`config.mk`:
```
export PLATFORM = sky130hd
export DESIGN_NAME = sfpi_host
export DESIGN_NICKNAME = d
export VERILOG_FILES = /design/src/sfpi_pkg.sv /design/src/sfpi_host.sv
export SDC_FILE = /design/constraint.sdc
export NUM_CORES = 1
export LEC_CHECK = 0
export BUFFER_PORTS_ARGS = -buffer_cell sky130_fd_sc_hd__buf_2
export CORE_ASPECT_RATIO = 1.4
export CORE_MARGIN = 10
export CORE_UTILIZATION = 50
export DETAILED_ROUTE_END_ITERATION = 7
export PLACE_DENSITY = 0.68
export SLEW_MARGIN = 20
export SYNTH_ARGS = -nofsm -noshare
export SYNTH_HDL_FRONTEND = slang
export SYNTH_SLANG_ARGS = --single-unit
```
`constraint.sdc`:
```
create_clock -name ref_clk_i -period 7.4 [get_ports ref_clk_i]
set_input_delay 0 -clock ref_clk_i [delete_from_list [all_inputs] [get_ports ref_clk_i]]
set_output_delay 0 -clock ref_clk_i [all_outputs]
set_load 0.1 [all_outputs]
```
`src/sfpi_pkg.sv`:
```
// shared constants for the sector flash programming controller
package sfpi_pkg;
   // ************************************************************
   // pin widths and sector geometry
   // ************************************************************
   localparam int ADDR_W = 17;
   localparam int DATA_W = 8;
   localparam int BYTE_ADDR_W = 7;
   localparam int SECTOR_W = 10;
   localparam int SECTOR_BYTES = 128;
   localparam int PREFIX_LEN = 3;
   localparam int POLL_BIT = 7;
   localparam int IDX_W = 8;
   localparam int CNT_W = 17;

   // ************************************************************
   // timing, each figure in its own unit
   // ************************************************************
   localparam int CLK_PERIOD_NS = 100;
   localparam int LOAD_WINDOW_US = 150;
   localparam int PROGRAM_CYCLE_TIME_MS = 10;
   localparam int POWER_ON_DELAY_MS = 5;
   // load window is a least wait before polling: round up, one cycle spare
   localparam int LOAD_WINDOW_CYC = (LOAD_WINDOW_US * 1000 + CLK_PERIOD_NS - 1) / CLK_PERIOD_NS + 1;
   localparam int PROGRAM_CYCLE_CYC = PROGRAM_CYCLE_TIME_MS * 1000000 / CLK_PERIOD_NS;
   localparam int POWER_ON_CYC = POWER_ON_DELAY_MS * 1000000 / CLK_PERIOD_NS;

   // ************************************************************
   // commands and states
   // ************************************************************
   typedef enum logic [1:0] {
      OP_READ = 2'h0,
      OP_WRITE = 2'h1,
      OP_GUARD_ON = 2'h2,
      OP_GUARD_OFF = 2'h3
   } sfpi_op_t;

   typedef enum logic [3:0] {
      ST_POR = 4'h0,
      ST_IDLE = 4'h1,
      ST_FETCH = 4'h3,
      ST_SETUP = 4'h2,
      ST_STROBE = 4'h6,
      ST_RELEASE = 4'h7,
      ST_CLOSE = 4'h5,
      ST_POLL_ON = 4'h4,
      ST_POLL_SMP = 4'hc,
      ST_POLL_OFF = 4'hd,
      ST_RD_ON = 4'hf,
      ST_RD_SMP = 4'he
   } sfpi_state_t;
endpackage
```
`src/sfpi_host.sv`:
```
// host-side controller that reads and sector-programs a parallel flash
`timescale 1ns/1ps

// Overview of operation
// read: chip select and output enable low, write strobe high, then sample data
// device floats data while chip select or output enable is high
// each load pulses write strobe low with chip select low, output enable high
// address set before strobe falls, data held past strobe rise
// a sector write always loads all bytes of the sector
// next load falls within window; then wait out window before polling
// sector bits stay fixed across a load; low bits pick the byte
// device accepts any byte order; this host loads bytes in ascending order
// device latches sector and programs it alone after the window closes
// reads during the program cycle return polling status
// poll completion bit of last byte; start nothing new until it matches (this host also returns to idle on timeout)
// guard enable is three loads of fixed address and data
// with guard on, every sector write opens with the three-load prefix (this host sends it only while guard_on_i is high)
// prefix loads use the same strobe timing as data loads
// guard state persists until the disable sequence
// guard starts disabled on a new device
// unprefixed write under guard only runs the timer; poll still completes
// device refuses programming with output enable low or strobe high
// strobes shorter than the glitch filter are ignored by the device
// no programming until the power-on delay has run out
// identification codes match for both entry methods
// polling returns complement of last byte bit 7 until done
// activity bit flips on each read while busy
// host releases data drivers before output enable goes low
module sfpi_host #(
   parameter int POWER_ON_CYCLES = sfpi_pkg::POWER_ON_CYC,
   parameter int PROGRAM_CYCLES = sfpi_pkg::PROGRAM_CYCLE_CYC,
   parameter logic [3*sfpi_pkg::ADDR_W-1:0] GUARD_ON_ADDR = {17'h00001, 17'h00002, 17'h00003},
   parameter logic [3*sfpi_pkg::DATA_W-1:0] GUARD_ON_DATA = {8'h11, 8'h22, 8'h33},
   parameter logic [3*sfpi_pkg::ADDR_W-1:0] GUARD_OFF_ADDR = {17'h00001, 17'h00002, 17'h00003},
   parameter logic [3*sfpi_pkg::DATA_W-1:0] GUARD_OFF_DATA = {8'h44, 8'h55, 8'h66}
) (
   // clock and reset
   input wire logic ref_clk_i,
   input wire logic rst_n_i,
   // user command port
   input wire logic cmd_valid_i,
   input wire sfpi_pkg::sfpi_op_t cmd_op_i,
   input wire logic [sfpi_pkg::ADDR_W-1:0] cmd_addr_i,
   input wire logic guard_on_i,
   output logic busy_o,
   output logic done_o,
   output logic timeout_o,
   output logic [sfpi_pkg::DATA_W-1:0] rd_data_o,
   // sector byte stream
   input wire logic byte_valid_i,
   input wire logic [sfpi_pkg::DATA_W-1:0] byte_data_i,
   output logic byte_ready_o,
   // flash pins
   output logic [sfpi_pkg::ADDR_W-1:0] addr_lines_o,
   output logic ce_n_o,
   output logic oe_n_o,
   output logic we_n_o,
   output logic [sfpi_pkg::DATA_W-1:0] dq_o,
   output logic dq_oe_o,
   input wire logic [sfpi_pkg::DATA_W-1:0] dq_i
);
   // ************************************************************
   // state and working registers
   // ************************************************************
   sfpi_pkg::sfpi_state_t state;
   sfpi_pkg::sfpi_op_t op;
   logic [sfpi_pkg::SECTOR_W-1:0] sector;
   logic [sfpi_pkg::IDX_W-1:0] ld_idx;
   logic [sfpi_pkg::IDX_W-1:0] pre_len;
   logic [sfpi_pkg::IDX_W-1:0] total_len;
   logic [sfpi_pkg::CNT_W-1:0] cnt;
   logic [sfpi_pkg::CNT_W-1:0] tmo_cnt;
   logic last_bit;
   logic [sfpi_pkg::ADDR_W-1:0] tbl_addr;
   logic [sfpi_pkg::DATA_W-1:0] tbl_data;
   logic [sfpi_pkg::IDX_W-1:0] next_idx;

   // ************************************************************
   // prefix table lookup
   // ************************************************************
   // guard-off uses its own table, everything else the enable prefix
   always_comb begin
      tbl_addr = '0;
      tbl_data = '0;
      if (op == sfpi_pkg::OP_GUARD_OFF) begin
         tbl_addr = GUARD_OFF_ADDR[(2 - ld_idx[1:0]) * sfpi_pkg::ADDR_W +: sfpi_pkg::ADDR_W];
         tbl_data = GUARD_OFF_DATA[(2 - ld_idx[1:0]) * sfpi_pkg::DATA_W +: sfpi_pkg::DATA_W];
      end else begin
         tbl_addr = GUARD_ON_ADDR[(2 - ld_idx[1:0]) * sfpi_pkg::ADDR_W +: sfpi_pkg::ADDR_W];
         tbl_data = GUARD_ON_DATA[(2 - ld_idx[1:0]) * sfpi_pkg::DATA_W +: sfpi_pkg::DATA_W];
      end
   end

   assign next_idx = ld_idx + 8'h01;

   // ************************************************************
   // sequencer
   // ************************************************************
   // one process drives pins and stream handshake
   always_ff @(posedge ref_clk_i) begin
      if (!rst_n_i) begin
         state <= sfpi_pkg::ST_POR;
         op <= sfpi_pkg::OP_READ;
         sector <= '0;
         ld_idx <= '0;
         pre_len <= '0;
         total_len <= '0;
         cnt <= '0;
         tmo_cnt <= '0;
         last_bit <= 1'b0;
         busy_o <= 1'b1;
         done_o <= 1'b0;
         timeout_o <= 1'b0;
         rd_data_o <= '0;
         byte_ready_o <= 1'b0;
         addr_lines_o <= '0;
         ce_n_o <= 1'b1;
         oe_n_o <= 1'b1;
         we_n_o <= 1'b1;
         dq_o <= '0;
         dq_oe_o <= 1'b0;
      end else begin
         done_o <= 1'b0;
         case (state)
            sfpi_pkg::ST_POR: begin
               // hold off all access until the power-on delay ran out
               cnt <= cnt + 17'h00001;
               if (cnt >= sfpi_pkg::CNT_W'(POWER_ON_CYCLES - 1)) begin
                  busy_o <= 1'b0;
                  state <= sfpi_pkg::ST_IDLE;
               end
            end
            sfpi_pkg::ST_IDLE: begin
               if (cmd_valid_i) begin
                  busy_o <= 1'b1;
                  timeout_o <= 1'b0;
                  op <= cmd_op_i;
                  sector <= cmd_addr_i[sfpi_pkg::ADDR_W-1:sfpi_pkg::BYTE_ADDR_W];
                  ld_idx <= '0;
                  if (cmd_op_i == sfpi_pkg::OP_READ) begin
                     // data drivers already off here
                     addr_lines_o <= cmd_addr_i;
                     ce_n_o <= 1'b0;
                     oe_n_o <= 1'b0;
                     state <= sfpi_pkg::ST_RD_ON;
                  end else if (cmd_op_i == sfpi_pkg::OP_WRITE && !guard_on_i) begin
                     pre_len <= '0;
                     total_len <= sfpi_pkg::IDX_W'(sfpi_pkg::SECTOR_BYTES);
                     byte_ready_o <= 1'b1;
                     state <= sfpi_pkg::ST_FETCH;
                  end else begin
                     // prefix first for guard commands and for writes with guard_on_i high
                     pre_len <= sfpi_pkg::IDX_W'(sfpi_pkg::PREFIX_LEN);
                     total_len <= (cmd_op_i == sfpi_pkg::OP_WRITE) ?
                        sfpi_pkg::IDX_W'(sfpi_pkg::PREFIX_LEN + sfpi_pkg::SECTOR_BYTES) :
                        sfpi_pkg::IDX_W'(sfpi_pkg::PREFIX_LEN);
                     state <= sfpi_pkg::ST_SETUP;
                     ce_n_o <= 1'b1;
                  end
               end
            end
            sfpi_pkg::ST_FETCH: begin
               // take the next sector byte; address is its load index less the prefix length
               if (byte_ready_o && byte_valid_i) begin
                  byte_ready_o <= 1'b0;
                  addr_lines_o <= {sector, sfpi_pkg::BYTE_ADDR_W'(ld_idx - pre_len)};
                  dq_o <= byte_data_i;
                  last_bit <= byte_data_i[sfpi_pkg::POLL_BIT];
                  dq_oe_o <= 1'b1;
                  ce_n_o <= 1'b0;
                  state <= sfpi_pkg::ST_STROBE;
               end
            end
            sfpi_pkg::ST_SETUP: begin
               // prefix load: same timing as a data load
               addr_lines_o <= tbl_addr;
               dq_o <= tbl_data;
               last_bit <= tbl_data[sfpi_pkg::POLL_BIT];
               dq_oe_o <= 1'b1;
               ce_n_o <= 1'b0;
               state <= sfpi_pkg::ST_STROBE;
            end
            sfpi_pkg::ST_STROBE: begin
               // address is settled; strobe falls with oe high
               we_n_o <= 1'b0;
               state <= sfpi_pkg::ST_RELEASE;
            end
            sfpi_pkg::ST_RELEASE: begin
               // one full cycle low, far wider than the glitch filter
               we_n_o <= 1'b1;
               state <= sfpi_pkg::ST_CLOSE;
               cnt <= '0;
               tmo_cnt <= '0;
               ld_idx <= next_idx;
               if (next_idx < total_len) begin
                  // next falling edge a few cycles later, inside the window
                  if (next_idx < pre_len) begin
                     state <= sfpi_pkg::ST_SETUP;
                  end else begin
                     byte_ready_o <= 1'b1;
                     state <= sfpi_pkg::ST_FETCH;
                  end
               end
            end
            sfpi_pkg::ST_CLOSE: begin
               // deselect, drop data, let the load window expire
               ce_n_o <= 1'b1;
               dq_oe_o <= 1'b0;
               cnt <= cnt + 17'h00001;
               tmo_cnt <= tmo_cnt + 17'h00001;
               if (cnt >= sfpi_pkg::CNT_W'(sfpi_pkg::LOAD_WINDOW_CYC - 1)) begin
                  ce_n_o <= 1'b0;
                  oe_n_o <= 1'b0;
                  state <= sfpi_pkg::ST_POLL_ON;
               end
            end
            sfpi_pkg::ST_POLL_ON: begin
               tmo_cnt <= tmo_cnt + 17'h00001;
               state <= sfpi_pkg::ST_POLL_SMP;
            end
            sfpi_pkg::ST_POLL_SMP: begin
               // completion when bit 7 matches the last byte loaded
               tmo_cnt <= tmo_cnt + 17'h00001;
               ce_n_o <= 1'b1;
               oe_n_o <= 1'b1;
               rd_data_o <= dq_i;
               if (dq_i[sfpi_pkg::POLL_BIT] == last_bit) begin
                  busy_o <= 1'b0;
                  done_o <= 1'b1;
                  state <= sfpi_pkg::ST_IDLE;
               end else if (tmo_cnt >= sfpi_pkg::CNT_W'(PROGRAM_CYCLES + sfpi_pkg::LOAD_WINDOW_CYC)) begin
                  busy_o <= 1'b0;
                  done_o <= 1'b1;
                  timeout_o <= 1'b1;
                  state <= sfpi_pkg::ST_IDLE;
               end else begin
                  state <= sfpi_pkg::ST_POLL_OFF;
               end
            end
            sfpi_pkg::ST_POLL_OFF: begin
               // a gap between polls gives the device a fresh read
               tmo_cnt <= tmo_cnt + 17'h00001;
               ce_n_o <= 1'b0;
               oe_n_o <= 1'b0;
               state <= sfpi_pkg::ST_POLL_ON;
            end
            sfpi_pkg::ST_RD_ON: begin
               state <= sfpi_pkg::ST_RD_SMP;
            end
            sfpi_pkg::ST_RD_SMP: begin
               rd_data_o <= dq_i;
               ce_n_o <= 1'b1;
               oe_n_o <= 1'b1;
               busy_o <= 1'b0;
               done_o <= 1'b1;
               state <= sfpi_pkg::ST_IDLE;
            end
            default: begin
               state <= sfpi_pkg::ST_IDLE;
               busy_o <= 1'b0;
            end
         endcase
      end
   end
endmodule

```
==> results of run 1 <==
where the power goes:
| group | switching [W] | internal, W |
|---|---|---|
| clock | 0.000225 | 0.000236 |
| combinational | 0.0000234 | 0.0000243 |
| sequential | 0.00000227 | 0.000544 |
| total | 0.000250 | 0.000805 |
Yosys cell counts (all sizes together), types with 10 or more instances:
library cell    n  share of area
buf            11          0.013
nand2b         10          0.012
nor2           64          0.044
ha             15          0.035
o21ai          36          0.033
a22oi          14          0.019
clkbuf         39          0.027
a21oi          62          0.057
inv            16          0.011
a211oi         13          0.018
nor3           15          0.015
and2           11          0.013
nand4          10          0.012
nand2          84          0.058
dfxtp         101           0.37
nand3          42          0.039
a31oi          11          0.013
worst register-to-register path: cells and delay by family, from the launching register on:
kind | cells | cell delay [ps]
flops | 1 | 810
compound gates | 2 | 420
simple gates | 2 | 1450
logic make-up after synthesis:
logic type | Yosys count
AOI/OAI and AO/OA | 197
xor gates and xnor gates | 12
adders and majority gates | 16
buffers and inverters | 67
DFF | 101
muxes | 11
and+or+nand+nor | 281
worst max-delay path by stage:
stage	startpoint	endpoint	slack, ps	cells past startpoint
global placement	state[0]	ld_idx[2]	4710	5
global route	state[1]	dq_o[4]	4460	4
CTS	state[0]	ld_idx[5]	4610	5
floorplan	ld_idx[0]	byte_ready_o	4860	9
detailed placement	state[0]	ld_idx[5]	4620	5
finish	state[1]	dq_o[4]	4650	4
layout make-up:
type | instances | area [um2] | share of cell area
diodes | 3 | 7.507 | 0.001173
clock buffers | 9 | 225.2 | 0.03520
clock inverters | 7 | 66.31 | 0.01036
inverters | 17 | 63.81 | 0.009973
multi-input cells | 517 | 3102 | 0.4847
flip-flops and latches | 101 | 2023 | 0.3162
well taps | 138 | 172.7 | 0.02698
repair buffers | 114 | 738.2 | 0.1154
metrics by stage:
| step | utilization | area, um2 | power [W] |
|---|---|---|---|
| detailed placement | 0.5529 | 5783 | 0.0005938 |
| global placement | 0.5529 | 5783 | 0.0005934 |
| CTS | 0.6095 | 6375 | 0.001065 |
| floorplan | - | 5400 | 0.0005763 |
| global route | 0.6112 | 6394 | 0.001093 |
| finish | 0.6117 | 6399 | 0.001055 |
repair_timing:
action | in CTS | in global routing
endpoints found under the setup margin | 0 | 0
hold buffers | 30 | 0
hold endpoints to repair | 31 | 0
sequential cells by signal, summed over array words and instances, names as in the netlist:
register / count
oe_n_o: 1
ld_idx: 8
timeout_o: 1
tmo_cnt: 17
done_o: 1
ce_n_o: 1
busy_o: 1
rd_data_o: 8
sector: 10
we_n_o: 1
state: 4
dq_oe_o: 1
cnt: 17
pre_len: 1
dq_o: 8
total_len: 1
byte_ready_o: 1
addr_lines_o: 17
op: 2
routing by layer:
layer  routed length [um]  share of wire  up-vias  track usage
met1                 5864           0.39     2530       0.2091
met3                  799          0.053       29      0.04099
li1                     -              -     2638            -
met2                 7937           0.53      152       0.3467
met4                  387          0.026        0      0.07193
met5                    0              0        -            0
==> results by group, run 1 <==
Status
  – Status: complete, no violations

CTS
  – Clk buf depth: 2
  – Clock Latency Late Sink: around 340 ps
  – Max H-tree Level: 3
  – CTS tree: yes
  – Clock Tree Root: clkbuf_16
  – Clock buffer count from CTS: 9
  – Setup repair bufs after CTS: 0
  – # resized after CTS: 0
  – Clock Pin Slew Worst Setup and Hold Paths: about 70 ps
  – CTS sink cnt: about 100

Routing
  – Residual DRC: 0
  – Total number of vias: between 5k and 6k
  – DR vias/cell: between 5 and 6
  – Number of DRC markers in iteration 0: approximately 280
  – DRT Wirelength: approximately 15 mm
  – Drt pass-1 iters: 5
  – Post-DRT Antenna Nets: 0
  – Avg WL per Cell: around 17 um

Synthesis
  – Synth Instances: about 690
  – Synth Area in XOR/XNOR: 0.01946
  – Yosys reg bits: a little over 100
  – Sequential cell area fraction in the yosys report: 0.3744
  – Syn nets: around 740
  – Synth Area per Inst: around 7.9 um2
  – Main combinational cell family by area after synthesis: simple AND/OR/NAND/NOR gates
  – Simple-gate share of the synthesized area: 0.2551
  – Post-synth EDFFs: 0
  – Fraction of the mapped netlist area in compound gates: 0.2386
  – Ys Warns: 0
  – Portion of netlist area occupied by mux cells: 0.02155
  – Post-Syn Area: roughly 5400 um2
  – Synth Area in Adders: 0.03846
  – Ys flop type: dfxtp_1
  – Ys async rst share: 0
  – Synth cell types: 68

Cells and area
  – Leading cell type in the layout, fill and taps excluded: dfxtp_1
  – Post-layout nets: between 800 and 900
  – Area Growth Syn to Fin: 18.49%
  – Layout Cells excl Fill: 906
  – Layout cell share with drive strength beyond 1: 0.1582
  – Most frequent cells in the layout: 100 x dfxtp_1, 84 x nand2_1, 80 x buf_2
  – Filler cells: 943

Floorplan
  – Die ar.: about 15000 um2
  – Die height: 143.0 um
  – Starting Density: 0.5163
  – I/O Pins: between 80 and 90
  – Core Area: approximately 10000 um2
  – Die X: roughly 110 um
  – Rows: 44

STA
  – Final hold vios: 0
  – Fmax: approximately 0.36 GHz
  – Setup Skew: 7.039 ps
  – Hold WS: 18.55 ps
  – Min cycle time layout: between 2000 and 3000 ps
  – Final Max Slew Viols: 0
  – Measured slew at the worst slew-check pin: roughly 850 ps
  – Slew Limit Headroom: 0.4347
  – RSZ-0062 raised after global routing: false
  – Setup violators final: 0
  – Final period utilization: 0.3719
  – Final WS setup: between 4000 and 5000 ps
  – Setup TNS: 0 ps

Worst setup path
  – Critical Path RT: around 7700 ps
  – Slowest cell on crit path: dfxtp_1
  – Startpoint Class: flip-flop
  – R2R depth: 4
  – Reg2reg setup slack: 4650 ps
  – CP Class: flip-flop to flip-flop
  – Critical R2R Launch: state[1]
  – Arrival @ worst endpoint: approximately 3000 ps
  – CP peak stage delay: 810 ps
  – Reg2reg end: dq_o[4]
  – Worst Setup End Kind: flip-flop
  – CP Buf/Inv Count: 0
  – CP Cell Sequence: or3b_1 > nor2b_1 > o21ai_0 > a21oi_1
  – CP Max Fanout: 25
  – Crit path max-delay family: simple AND/OR/NAND/NOR gates

Global route
  – First-pass GRT wire length: ~24 mm
  – Grt ovf: 0
  – Largest net degree at the start of global routing: 39
  – Number of global-route vias before repair: around 5.0k
  – Total track usage: 0.1906
  – Initial antenna violation count: 1

Pwr
  – Pwr dens: 164.9 nW/um2
  – Maximum VDD drop: 0.0001063 V
  – P_leak: 2.482 nW

Place
  – Gp weighted congestion: 0.8415
  – Input/output buffers: 80
  – Placed insts: 856
  – Dpl hpwl: 10.64 mm
  – Dpl ws: 4617 ps

Worst hold path
  – Worst Hold End: addr_lines_o[6]
  – Min-delay src: cmd_addr_i[6]
  – Worst hold path class: primary input to flip-flop
  – Cells on Worst Hold Path: 3

Run
  – Max Cap Violations: 0
No activity file was read; power rests on OpenSTA's default activity.
==> inputs of run 2 (changes only) <==
- clock period: 7.4 -> 2.7 ns (I/O delays scaled with it)
==> run 2 against run 1 <==
  * Total power grew to 2.8 times the previous value
  * Sequential share of layout area shrank 0.60 points
  * Highest routed layer unchanged
  * Sequential cell count is the same
  * Clock skew grew 1.3 ps
  * Critical path type unchanged
  * Largest cell class unchanged
==> results by group, run 2 (same netlist as run 1, synthesis figures left out) <==
Worst setup path
  – Worst Setup End Kind: flip-flop
  – Arrival @ worst endpoint: 2510 ps
  – Reg2reg setup slack: 430 ps
  – Reg2reg end: cnt[6]
  – CP Class: flip-flop to flip-flop
  – CP Max Fanout: 21
  – Critical R2R Launch: state[1]
  – Startpoint Class: flip-flop
  – R2R depth: 6
  – Critical Path RT: between 2000 and 3000 ps

STA
  – Final hold vios: 0
  – Min cycle time layout: roughly 2300 ps
  – Measured slew at the worst slew-check pin: approximately 740 ps
  – Setup Skew: ~8.4 ps
  – Final period utilization: 0.8415
  – Setup TNS: 0 ps
  – Final WS setup: roughly 430 ps
  – Final Max Slew Viols: 0
  – Setup violators final: 0
  – RSZ-0062 raised after global routing: false
  – Slew Limit Headroom: 0.5044
  – Fmax: 0.4401 GHz

Worst hold path
  – Min-delay src: cmd_addr_i[4]
  – Cells on Worst Hold Path: 3
  – Worst Hold End: addr_lines_o[4]
  – Worst hold path class: primary input to flip-flop

Floorplan
  – Die height: between 100 and 150 um
  – I/O Pins: 81
  – Core Area: ~10000 um2
  – Rows: 44
  – Die ar.: 15420 um2
  – Die X: ~110 um
  – Starting Density: 0.5163

CTS
  – Setup repair bufs after CTS: 0
  – Clock Latency Late Sink: between 300 and 400 ps
  – Clock Tree Root: clkbuf_16
  – # resized after CTS: 0
  – Hold Buf Count CTS: 31
  – CTS tree: yes
  – Max H-tree Level: 3
  – Clock Pin Slew Worst Setup and Hold Paths: approximately 70 ps
  – Clock buffer count from CTS: 9
  – Clk buf depth: 2
  – CTS sink cnt: between 100 and 150

Routing
  – Drt pass-1 iters: 5
  – Met3 Wirelength: between 700 and 800 um
  – DRT Wirelength: ~15 mm
  – Post-DRT Antenna Nets: 0
  – DR vias/cell: 5.883
  – Number of DRC markers in iteration 0: ~410
  – Metal-1 WL: 6.170 mm
  – Avg WL per Cell: between 15 and 20 um
  – Total number of vias: 5401
  – Max Used Layer: met4
  – Met2 wire length: ~8.0 mm
  – Residual DRC: 0

Status
  – Status: complete, no violations

Cells and area
  – ANT cells: 0
  – Largest regs: addr_lines_o: 17 flops, cnt: 17 flops, tmo_cnt: 17 flops
  – Layout cell share with drive strength beyond 1: 0.1705
  – Post-layout nets: around 830
  – Most frequent cells in the layout: 101 x dfxtp_1, 84 x nand2_1, 80 x buf_2
  – Area Growth Syn to Fin: 20.69%
  – Leading cell type in the layout, fill and taps excluded: dfxtp_1

Global route
  – Number of global-route vias before repair: about 5.1k
  – First-pass GRT wire length: around 25 mm
  – Largest net degree at the start of global routing: 38
  – Initial antenna violation count: 0
  – Grt ovf: 0
  – Total track usage: 0.1953

Place
  – Gp weighted congestion: roughly 0.87
  – Dpl hpwl: between 10 and 15 mm
  – Input/output buffers: 80
  – Dpl ws: between 400 and 500 ps

Pwr
  – Maximum VDD drop: 0.0003444 V
  – Pwr dens: about 450 nW/um2
  – P_leak: roughly 2.6 nW

Run
  – Max Cap Violations: 0
## run 2: changes by cell type in the layout (fill, tap and decap cells not counted), sizes merged
cell / delta
inv: -1
dlygate4sd3: +1
clkinvlp: +2
buf: +14
clkinv: -3
bufinv: +1
diode: -3
clkbuf: +1
## run 2: layout make-up
| class | count | area, um2 |
|---|---|---|
| flip-flops and latches | 101 | 2022 |
| multi-input cells | 517 | 3102 |
| clock inverters | 6 | 70.07 |
| clock buffers | 10 | 229.0 |
| well taps | 138 | 172.7 |
| inverters | 17 | 63.81 |
| fillers | 927 | 3943 |
| repair buffers | 129 | 858.3 |
## run 2: per-layer routing
layer,global-route usage,vias to the layer above
met2,0.3541,172
li1,-,2672
met5,0,-
met4,0.06841,0
met3,0.03829,25
met1,0.2198,2532
## run 2: stage by stage
stage                       util  instances  area (um2)  hold WS [ps]  power (W)
after floorplan                -        685        5400         136.0   0.001580
after global placement    0.5648        871        5908         252.4   0.001626
after detailed placement  0.5648        871        5908         259.5   0.001628
after CTS                 0.6231        918        6518         29.35   0.002972
after global routing      0.6231        918        6518         46.76   0.003047
final                     0.6231        918        6518         43.09   0.002952
## run 2: power by group
part	leakage, nW	switching, W	internal (W)
Clock	0.136	0.000596	0.000726
Sequential	0.814	0.00000627	0.00149
Combinational	1.61	0.0000639	0.0000684
## run 2: critical path, cell delays in order (launching register included)
cell      delay, ps
dfxtp_1         590
nor2b_1         320
nand3_1         460
buf_12          340
nand2_1         160
a21boi_0        110
o21a_1          190
## run 2: worst max-delay path by stage
stage,start,to,slack [ps],cells after the start
finish,state[1],cnt[6],430,6
CTS,state[1],cnt[6],450,6
floorplan,ld_idx[0],byte_ready_o,160,9
global route,state[1],cnt[2],210,6
detailed placement,tmo_cnt[1],done_o,480,7
global placement,tmo_cnt[1],done_o,490,7
